`src/hdl/hotplug_defines.svh`:
```
`ifndef HOTPLUG_DEFINES_SVH
`define HOTPLUG_DEFINES_SVH
// ============================================================
// Register byte addresses
`define HP_ADDR_CTL 16'h0c00
`define HP_ADDR_STS 16'h0c01
`define HP_ADDR_INT_EN 16'h0c02
`define HP_ADDR_QUEUE 16'h0c03
`define HP_ADDR_MIN 16'h0c04
`define HP_ADDR_MAX 16'h0c05
`define HP_ADDR_HIGH_LO 16'h0c06
`define HP_ADDR_HIGH_HI 16'h0c07
`define HP_ADDR_LOW_LO 16'h0c08
`define HP_ADDR_LOW_HI 16'h0c09
`define HP_ADDR_GEN 16'h0c0a
// ============================================================
// Control bit positions
`define HP_CTL_ENABLE 0
`define HP_CTL_DIR 1
`define HP_CTL_GEN 2
`define HP_CTL_OUTVAL 3
`define HP_CTL_STATE 7
// Status bit positions
`define HP_STS_PULSE 0
`define HP_STS_FALL 1
`define HP_STS_RISE 2
`define HP_STS_NOT_EMPTY 3
// ============================================================
// Queue codes
`define HP_Q_EMPTY 2'h0
`define HP_Q_RISE 2'h1
`define HP_Q_FALL 2'h2
`define HP_Q_PULSE 2'h3
`define HP_Q_CLEAR 2'h1
// ============================================================
// Timing
`define HP_UNIT_NS 50000
`define HP_CLK_NS 20
`define HP_TICK_CYCLES (`HP_UNIT_NS / `HP_CLK_NS)
`define HP_FIXED_UNITS 17'h00002
`define HP_CNT_MAX 17'h1ffff
`endif

```
`src/hdl/hotplug_pkg.sv`:
```
// ============================================================
// Shared types
package hotplug_pkg;
	// Input qualifier state, Gray along idle-low-high
	typedef enum logic [1:0] {
		DET_IDLE = 2'h0,
		DET_LOW = 2'h1,
		DET_HIGH = 2'h3
	} det_state_t;
	// Queue field code
	typedef logic [1:0] queue_code_t;
endpackage

```
`src/hdl/hotplug_event_detector.sv`:
```
`timescale 1ns/10ps
`include "hotplug_defines.svh"
// ============================================================
// Hot-plug line monitor and pulse generator
module hotplug_event_detector
	import hotplug_pkg::*;
#(
	parameter int TICK_CYCLES = `HP_TICK_CYCLES
) (
	// Clock and reset
	input wire logic clk,
	input wire logic srst,
	// Register port, byte wide
	input wire logic [15:0] reg_addr,
	input wire logic reg_wr,
	input wire logic reg_rd,
	input wire logic [7:0] reg_wdata,
	output logic [7:0] reg_rdata,
	// Hot-plug pin
	input wire logic hotplug_line_in,
	output logic hotplug_line_out,
	output logic hotplug_line_oe,
	// Interrupt
	output logic irq
);

	// ============================================================
	// Declarations
	logic [7:0] ctl_reg; // Control bits as stored
	logic [3:0] status; // Sticky status flags
	logic [3:0] int_en; // Interrupt enables
	queue_code_t queue [4]; // Event queue fields
	logic [1:0] wptr; // Next field to fill
	logic [7:0] pulse_min_time; // Pulse minimum
	logic [7:0] pulse_max_time; // Pulse maximum
	logic [15:0] high_detect_time; // High detect time
	logic [15:0] low_detect_time; // Low detect time
	logic [7:0] pulse_generate_time; // Generated pulse length
	logic [15:0] tick_cnt; // Timebase divider
	logic tick; // One cycle per 50 us
	logic sync_a; // First synchroniser stage
	logic line_s; // Synchronised pin level
	logic level_d; // Previous synchronised level
	logic [16:0] cnt; // Ticks at present level
	det_state_t det_state; // Qualifier state
	logic [7:0] gen_cnt; // Ticks of generated pulse
	logic enabled; // Function enabled
	logic dir_out; // Pin is an output
	logic detecting; // Input detection active
	logic ev_rise; // Rising event this cycle
	logic ev_fall; // Falling event this cycle
	logic ev_pulse; // Short pulse event this cycle
	logic ev_any; // Any event this cycle
	queue_code_t ev_code; // Code of this event
	logic gen_done; // Generated pulse finished
	logic [3:0] q_clear; // Fields being cleared now
	logic store; // Event goes into the queue
	logic [16:0] thr_high; // Rising threshold in ticks
	logic [16:0] thr_low; // Falling threshold in ticks
	logic [16:0] thr_min; // Pulse minimum in ticks
	logic [16:0] thr_max; // Pulse maximum in ticks
	logic [7:0] queue_view; // Queue as software sees it
	logic wr_ctl, wr_sts, wr_en, wr_q; // Write decodes

	// ============================================================
	// Helpers
	// Programmed units plus the fixed 100 us, in ticks
	function automatic logic [16:0] to_ticks(input logic [15:0] v);
		to_ticks = {1'b0, v} + `HP_FIXED_UNITS;
	endfunction

	// Address match with write strobe
	function automatic logic wr_hit(input logic [15:0] a);
		wr_hit = reg_wr && (reg_addr == a);
	endfunction

	// ============================================================
	// Decodes and thresholds
	assign enabled = ctl_reg[`HP_CTL_ENABLE];
	assign dir_out = ctl_reg[`HP_CTL_DIR];
	assign detecting = enabled && !dir_out;
	assign wr_ctl = wr_hit(`HP_ADDR_CTL);
	assign wr_sts = wr_hit(`HP_ADDR_STS);
	assign wr_en = wr_hit(`HP_ADDR_INT_EN);
	assign wr_q = wr_hit(`HP_ADDR_QUEUE);
	assign thr_high = to_ticks(high_detect_time);
	assign thr_low = to_ticks(low_detect_time);
	assign thr_min = to_ticks({8'h00, pulse_min_time});
	assign thr_max = to_ticks({8'h00, pulse_max_time});

	// ============================================================
	// Timebase
	// Divider making a one-cycle tick every 50 us
	always_ff @(posedge clk) begin
		if (srst || tick) begin
			tick_cnt <= 16'h0000;
		end else begin
			tick_cnt <= tick_cnt + 16'h0001;
		end
	end
	assign tick = (tick_cnt == 16'(TICK_CYCLES - 1));

	// ============================================================
	// Pin input
	// Two-stage synchroniser ahead of all qualification
	always_ff @(posedge clk) begin
		if (srst) begin
			sync_a <= 1'b0;
			line_s <= 1'b0;
			level_d <= 1'b0;
		end else begin
			sync_a <= hotplug_line_in;
			line_s <= sync_a;
			level_d <= line_s;
		end
	end

	// Ticks spent at the present level, saturating
	always_ff @(posedge clk) begin
		if (srst || !detecting || (line_s != level_d)) begin
			cnt <= 17'h00000;
		end else if (tick && (cnt != `HP_CNT_MAX)) begin
			cnt <= cnt + 17'h00001;
		end
	end

	// ============================================================
	// Event classification
	always_comb begin
		ev_rise = 1'b0;
		ev_fall = 1'b0;
		ev_pulse = 1'b0;
		unique case (det_state)
			DET_IDLE: begin
				// Nothing qualified while disabled
			end
			DET_LOW: begin
				// Line back high long enough
				ev_rise = line_s && (line_s == level_d)
					&& (cnt >= thr_high);
			end
			DET_HIGH: begin
				// Line low long enough is a falling event
				ev_fall = !line_s && (line_s == level_d)
					&& (cnt >= thr_low);
				// Low period ending inside the pulse window
				ev_pulse = line_s && !level_d
					&& (cnt >= thr_min)
					&& (cnt <= thr_max);
			end
		endcase
	end
	assign ev_any = ev_rise || ev_fall || ev_pulse;

	// Event code for the queue
	always_comb begin
		if (ev_rise) begin
			ev_code = `HP_Q_RISE;
		end else if (ev_fall) begin
			ev_code = `HP_Q_FALL;
		end else if (ev_pulse) begin
			ev_code = `HP_Q_PULSE;
		end else begin
			ev_code = `HP_Q_EMPTY;
		end
	end

	// Qualifier state; a fresh enable starts from low
	always_ff @(posedge clk) begin
		if (srst || !detecting) begin
			det_state <= DET_IDLE;
		end else begin
			unique case (det_state)
				DET_IDLE: det_state <= DET_LOW;
				DET_LOW: begin
					if (ev_rise) begin
						det_state <= DET_HIGH;
					end
				end
				DET_HIGH: begin
					if (ev_fall) begin
						det_state <= DET_LOW;
					end
				end
			endcase
		end
	end

	// ============================================================
	// Event queue
	// Fields that software clears by writing the clear code
	always_comb begin
		for (int i = 0; i < 4; i++) begin
			q_clear[i] = wr_q
				&& (reg_wdata[2*i +: 2] == `HP_Q_CLEAR);
		end
	end

	// Store only into a free field; a clear this cycle frees it
	assign store = ev_any && ((queue[wptr] == `HP_Q_EMPTY)
		|| q_clear[wptr]);

	// Queue fields; a new event wins over a same-cycle clear
	always_ff @(posedge clk) begin
		if (srst || !enabled) begin
			for (int i = 0; i < 4; i++) begin
				queue[i] <= `HP_Q_EMPTY;
			end
		end else begin
			for (int i = 0; i < 4; i++) begin
				if (store && (wptr == 2'(i))) begin
					queue[i] <= ev_code;
				end else if (q_clear[i]) begin
					queue[i] <= `HP_Q_EMPTY;
				end
			end
		end
	end

	// Write pointer moves only forward, wrapping after three
	always_ff @(posedge clk) begin
		if (srst || !enabled) begin
			wptr <= 2'h0;
		end else if (store) begin
			wptr <= wptr + 2'h1;
		end
	end

	// Queue hidden when disabled or driving the pin
	assign queue_view = detecting ? {queue[3], queue[2], queue[1],
		queue[0]} : 8'h00;

	// ============================================================
	// Pulse generator
	// Counts ticks of the low pulse; zero length ends at once
	always_ff @(posedge clk) begin
		if (srst || !ctl_reg[`HP_CTL_GEN]) begin
			gen_cnt <= 8'h00;
		end else if (tick && !gen_done) begin
			gen_cnt <= gen_cnt + 8'h01;
		end
	end
	assign gen_done = ctl_reg[`HP_CTL_GEN]
		&& (gen_cnt >= pulse_generate_time);

	// ============================================================
	// Control register
	// Generate bit self-clears; it only sticks in output mode
	always_ff @(posedge clk) begin
		if (srst) begin
			ctl_reg <= 8'h00;
		end else if (wr_ctl) begin
			ctl_reg <= {4'h0, reg_wdata[3:0]};
		end else if (gen_done || !(enabled && dir_out)) begin
			ctl_reg[`HP_CTL_GEN] <= 1'b0;
		end
	end

	// ============================================================
	// Status register
	// Sticky flags; set wins over a same-cycle clear
	always_ff @(posedge clk) begin
		if (srst || !enabled) begin
			status <= 4'h0;
		end else begin
			if (ev_rise) begin
				status[`HP_STS_RISE] <= 1'b1;
			end else if (wr_sts && reg_wdata[`HP_STS_RISE]) begin
				status[`HP_STS_RISE] <= 1'b0;
			end
			if (ev_fall) begin
				status[`HP_STS_FALL] <= 1'b1;
			end else if (wr_sts && reg_wdata[`HP_STS_FALL]) begin
				status[`HP_STS_FALL] <= 1'b0;
			end
			if (ev_pulse || gen_done) begin
				status[`HP_STS_PULSE] <= 1'b1;
			end else if (wr_sts && reg_wdata[`HP_STS_PULSE]) begin
				status[`HP_STS_PULSE] <= 1'b0;
			end
			if (store) begin
				status[`HP_STS_NOT_EMPTY] <= 1'b1;
			end else if (reg_rd && (reg_addr == `HP_ADDR_QUEUE)) begin
				status[`HP_STS_NOT_EMPTY] <= 1'b0;
			end
		end
	end

	// ============================================================
	// Enable and timing registers
	// Interrupt enables, upper bits reserved
	always_ff @(posedge clk) begin
		if (srst) begin
			int_en <= 4'h0;
		end else if (wr_en) begin
			int_en <= reg_wdata[3:0];
		end
	end

	// Timing values, held constant by software while enabled
	always_ff @(posedge clk) begin
		if (srst) begin
			pulse_min_time <= 8'h00;
			pulse_max_time <= 8'h00;
			high_detect_time <= 16'h0000;
			low_detect_time <= 16'h0000;
			pulse_generate_time <= 8'h00;
		end else if (reg_wr) begin
			unique case (reg_addr)
				`HP_ADDR_MIN: pulse_min_time <= reg_wdata;
				`HP_ADDR_MAX: pulse_max_time <= reg_wdata;
				`HP_ADDR_HIGH_LO: high_detect_time[7:0] <= reg_wdata;
				`HP_ADDR_HIGH_HI: high_detect_time[15:8] <= reg_wdata;
				`HP_ADDR_LOW_LO: low_detect_time[7:0] <= reg_wdata;
				`HP_ADDR_LOW_HI: low_detect_time[15:8] <= reg_wdata;
				`HP_ADDR_GEN: pulse_generate_time <= reg_wdata;
				default: begin
					// Other addresses hold no timing value
				end
			endcase
		end
	end

	// ============================================================
	// Read data
	// Registered read answer; unmapped addresses read zero
	always_ff @(posedge clk) begin
		if (srst) begin
			reg_rdata <= 8'h00;
		end else if (reg_rd) begin
			unique case (reg_addr)
				`HP_ADDR_CTL: reg_rdata <= {enabled && line_s, 3'h0,
					ctl_reg[`HP_CTL_OUTVAL] && dir_out,
					ctl_reg[`HP_CTL_GEN] && dir_out,
					ctl_reg[1:0]};
				`HP_ADDR_STS: reg_rdata <= {4'h0, status};
				`HP_ADDR_INT_EN: reg_rdata <= {4'h0, int_en};
				`HP_ADDR_QUEUE: reg_rdata <= queue_view;
				`HP_ADDR_MIN: reg_rdata <= pulse_min_time;
				`HP_ADDR_MAX: reg_rdata <= pulse_max_time;
				`HP_ADDR_HIGH_LO: reg_rdata <= high_detect_time[7:0];
				`HP_ADDR_HIGH_HI: reg_rdata <= high_detect_time[15:8];
				`HP_ADDR_LOW_LO: reg_rdata <= low_detect_time[7:0];
				`HP_ADDR_LOW_HI: reg_rdata <= low_detect_time[15:8];
				`HP_ADDR_GEN: reg_rdata <= pulse_generate_time;
				default: reg_rdata <= 8'h00;
			endcase
		end
	end

	// ============================================================
	// Pin drive and interrupt
	// Output mode drives the set level, low while a pulse runs
	always_ff @(posedge clk) begin
		if (srst) begin
			hotplug_line_oe <= 1'b0;
			hotplug_line_out <= 1'b0;
		end else begin
			hotplug_line_oe <= enabled && dir_out;
			hotplug_line_out <= ctl_reg[`HP_CTL_OUTVAL]
				&& !(ctl_reg[`HP_CTL_GEN] && !gen_done);
		end
	end

	// Flags gated by enables, then combined
	assign irq = |(status & int_en);

endmodule

```
`config.mk`:
```
export PLATFORM = sky130hd
export DESIGN_NAME = hotplug_event_detector
export DESIGN_NICKNAME = d
export VERILOG_FILES = /design/src/hdl/hotplug_pkg.sv /design/src/hdl/hotplug_event_detector.sv
export VERILOG_INCLUDE_DIRS = /design/src /design/src/hdl
export SDC_FILE = /design/constraint.sdc
export NUM_CORES = 1
export LEC_CHECK = 0
export BUFFER_PORTS_ARGS = -buffer_cell sky130_fd_sc_hd__buf_2
export CORE_MARGIN = 2
export CORE_UTILIZATION = 62
export DETAILED_ROUTE_END_ITERATION = 7
export GPL_ROUTABILITY_DRIVEN = 0
export PLACE_DENSITY = 0.78
export SLEW_MARGIN = 5
export SYNTH_ARGS = -nofsm -noshare
export SYNTH_HDL_FRONTEND = slang
export SYNTH_SLANG_ARGS = --single-unit
export TNS_END_PERCENT = 30
```
`constraint.sdc`:
```
create_clock -name clk -period 4 [get_ports clk]
set_clock_uncertainty 0.1 [all_clocks]
set_input_delay 0.2 -clock clk [delete_from_list [all_inputs] [get_ports clk]]
set_output_delay 0.2 -clock clk [all_outputs]
set_load 0.03 [all_outputs]
```
# After elaboration in Yosys (flattened, before gate mapping)
# Memory sizes are Yosys's and may differ from the RTL's. A register that Yosys moved wholly into a read port is not among the register bits.
# Cells that the tools add are included.
# word_totals
output_inout_bits	11
ff_bits	126
n_memories	1
in_bits	29
ramBits	8
word_cells	208
# memory_table
memory	depth	word_bits	read_ports	rd_clocked_by_memory_dff	write_ports	line_no	source
queue	4	2	5	1	4	hotplug_event_detector.sv:32	queue_code_t queue [4];
# op_classes
n_eq_ne	26
order_cmp	6
bitwise	9
n_reduce_logical	70
muxes	63
n_addsub	8
# op_table
operator	count
$eq A16 B12 Y1 const B	12
$pmux W8 S11	1
$mux W1	44
$add A16 B2 Y17 const B	2
$ge A17 B17 Y1	2
$logic_and A1 B1 Y1	34
$mux W2	15
$add A8 B2 Y9 const B	2
$add A17 B1 Y17 const B	1
$ge A17 B9 Y1	1
$le A17 B9 Y1	1
$ne A17 B17 Y1 const B	1
$add A16 B1 Y16 const B	1
$reduce_and A2 Y1	8
$eq A2 B1 Y1 const B	6
$logic_or A1 B1 Y1	10
$reduce_bool A2 Y1	5
$logic_not A1 Y1	9
$add A8 B1 Y8 const B	1
$ge A8 B8 Y1	1
$mux W8	1
$or A1 B1 Y1	8
$eq A2 B2 Y1 const B	3
$logic_not A2 Y1	3
9 further kinds	10

# Longest topological paths before layout
# depth
ltp_word	13
depth_mapped	14
ltp_nobuf	14

# Least setup slack after synthesis
# No wires, ideal clock.
# synth_path
path_kind	reg2reg
from	register low_detect_time[3]
to	memory queue[0][0] (netlist name) (enable)
required_ns	3.602
synth_period_minus_slack_ns	3.399
t_arrival_ns	3.001
setup_slack_ns	0.601
stages_incl_launch_ff	14
setup_ns	0.298
n_path_buf	0
path_cell_list	dfxtp_1 -> and3_1 -> and3_1 -> and2_1 -> nor2b_1 -> nand3_1 -> xor2_1 -> ha_1 -> nand3_1 -> or3_1 -> a31oi_1 -> o2111ai_1 -> a31oi_1 -> a221o_1
# synth_lines
element	line_no	source
start, declared	hotplug_event_detector.sv:37	logic [15:0] low_detect_time;
start signal, assigned	hotplug_event_detector.sv:314	`HP_ADDR_LOW_LO: low_detect_time[7:0] <= reg_wdata;
end, declared	hotplug_event_detector.sv:32	

==> impl_metrics.tcl <==
set metrics [dict create \
    wl_per_cell_um 18.9 \
    grt_usage_pct 33.2 \
    synth.area.top_cells "dfxtp_1 31%, ha_1 11%, nand2_1 7.4%, a21oi_1 5.2%, nor2_1 4.2%" \
    drv_cap 0 \
    root_buffer "clkbuf_16" \
    busiest_layer "met2" \
    placed_area_um2 8570 \
    grt_pass1_vias 7042 \
    drive_above_1_share_pct 9.77 \
    ys_warn_count 0 \
    hpwl_mm 16.5 \
    worstPathArrival_ps 3790 \
    cellPowerDensity_nw_per_um2 337 \
    p_int_uw 2410 \
    crit_path_end_kind "flip-flop" \
    clock_latency_ps 430 \
    ir_worst_vdd_uv 262 \
    antenna_found_initial 0 \
    finalSetupTns_ps 0 \
    multi_input_area_um2 5210 \
    die_area_um2 14300 \
    placedCellCount 1178 \
    timing.final.hold_violations 0 \
    path_clk_slew_ps 60 \
    cp_max_fo 6 \
    synth-async-reset-ratio_pct 0 \
    hp-class "in2reg" \
    fin_crit_ps 3720 \
    dr.pass1.iters 7 \
    via_count 7556 \
    yosysMostFrequentCell "nand2_1" \
    p_switching_uw 689 \
    grt_pass1_wl_mm 36.8 \
    grt_start_max_net_pins 43 \
    fp-row-count 42 \
    required_ps 4070 \
    postSynthCellCount 996 \
    finalSetupViolCount 0 \
    syn_area_um2 8270 \
    nFillCells 1095 \
    met2_usage_pct 54.0 \
    via_per_inst 6.24 \
    drt-initial-drc-count 813 \
    regMostFlops "cnt" \
    whs_ps 40.2 \
    path_class "reg2reg" \
    critPathLaunchType "flip-flop" \
    syn2layout_area_growth_pct 11.3 \
    start_util_pct 62.9 \
    port-buffer-count 39 \
    tightest_slew_ps 851 \
    cts_tree "done" \
    yosysTopAreaCellShare_pct 31.0 \
    regToRegSetupSlack_ps 280 \
    drc 0 \
    wl_mm 22.9 \
    core_um2 13100 \
    power_leakage_uw 0.00344 \
    maxSlewHeadroom_pct 42.8 \
    die_w_um 119 \
    fin_nets 1127 \
    h-tree-depth 4 \
    clockBufferDepth 2 \
    yosys-top-cells-count "163 x nand2_1, 128 x dfxtp_1, 93 x nor2_1" \
    rsz0062_at_grt "false" \
    grt.overflow.total 0 \
    synth_ff_type "dfxtp_1" \
    fin_crit_sh_pct 92.9 \
    design_area_um2 9210 \
    status "completed" \
    synth_largest_area_cell "dfxtp_1" \
    layout.cells.non_filler 1211 \
    seqCellArea_um2 2800 \
    synth.distinct_cells 66 \
    drv_slew 0 \
    clkPwrFrac_pct 52.3 \
    syn_area_per_cell_um2 8.30 \
    use_met3_pct 6.94 \
    die_y_um 119 \
    clock-sinks 136 \
    synth_fp_nets 1100 \
    swShare_pct 22.2 \
    ios 40 \
    yosysSeqAreaShare_pct 33.9 \
    cts_setup_buffers 0 \
    combPwrFrac_pct 3.3 \
    max_freq_mhz 269 \
    seqPwrFrac_pct 44.3 \
    detail-route-antenna-nets 0 \
    largest_reg_flops 17 \
    synth-edff-count 8 \
    grt_use_met1_pct 43.3 \
    ys_ff_latch 136 \
    numCtsBuffers 17 \
]
## cell type report
type / instances / area share [%]
multi-input combinational: 793 / 56.6
antenna: 1 / 0.0272
tap: 176 / 2.39
inverter: 27 / 1.10
clock inverter: 11 / 1.60
timing repair buffer: 48 / 2.91
clock buffer: 19 / 4.93
sequential: 136 / 30.4
## worst max-delay path, stage by stage (launching register included)
cell and delay (ps):
dfxtp_1 440, ha_1 230, nand3_1 130, nor2_1 190
nand3_1 180, nor2_1 170, xnor2_1 130, ha_1 260
o21ai_0 160, o22ai_1 80, or3_1 330, a21oi_1 410
a31oi_2 260, a221o_1 400
## cells by family after synthesis
family | share of synthesized area, %
AO/OA/AOI/OAI | 13.7
XOR/XNOR | 6.99
adder cells (fa/ha/maj) | 11.3
buffers and inverters | 3.18
flip-flops | 33.9
multiplexers | 4.75
AND/OR/NAND/NOR | 26.2
## worst paths after layout
check / depth (start not counted) / startpoint / endpoint
setup reg to reg: 13 / high_detect_time[1] / queue[2][0]
hold / removal: 3 / reg_wdata[7] / pulse_max_time[7]
hold reg to reg: 1 / sync_a / line_s
setup / recovery: 13 / high_detect_time[1] / queue[2][0]
## per-layer routing
| metal | wire length (um) | share of wire, % | up-vias |
|---|---|---|---|
| li1 | - | - | 3609 |
| met1 | 9550 | 42 | 3578 |
| met2 | 10800 | 47 | 312 |
| met3 | 1930 | 8.4 | 57 |
| met4 | 614 | 2.7 | 0 |
| met5 | 0 | 0 | - |
## layout by cell type, fill, tap and decap left out, drive strengths merged, types with 6 or more instances in the layout
cell,Yosys,routed
xor2,35,35
nor2,94,94
a21oi,87,87
and2,11,11
xnor2,31,31
nor3,11,11
nor2b,12,12
a211oi,9,9
clkbuf,33,19
nor4b,6,6
nand2b,11,11
a222oi,7,7
dfxtp,128,128
ha,75,75
edfxtp,8,8
inv,27,28
nand2,164,164
nor4,7,7
and3,22,22
nand3,69,69
or3,7,7
mux4,9,9
nand4,20,20
mux2i,19,19
buf,7,46
o21ai,25,25
a21o,9,9
## power by group through the flow
stage | Sequential, uW | Combinational [uW] | Clock (uW)
final | 1370 | 103 | 1620
after global routing | 1370 | 109 | 1690
after CTS | 1370 | 101 | 1630
after detailed placement | 1400 | 98.9 | 0
after global placement | 1400 | 96.8 | 0
after floorplan | 1400 | 57.3 | 0
## per-stage QoR
stage | worst slack (ps) | power (uW) | utilization, %
6_report | 284 | 3100 | 70.1
5_1_grt | 26.6 | 3170 | 70.0
4_1_cts | 219 | 3100 | 70.0
3_3_place_gp | 375 | 1500 | 65.3
3_5_place_dp | 344 | 1500 | 65.3
2_1_floorplan | 601 | 1460 | -
## repair_timing
action | 4_1_cts | 5_1_grt
hold endpoints to repair | 2 | 0
resized for setup | 0 | 1
hold buffers | 2 | 0
endpoints found under the setup margin | 0 | 8
Note: power is estimated with default switching activity, not from simulation.
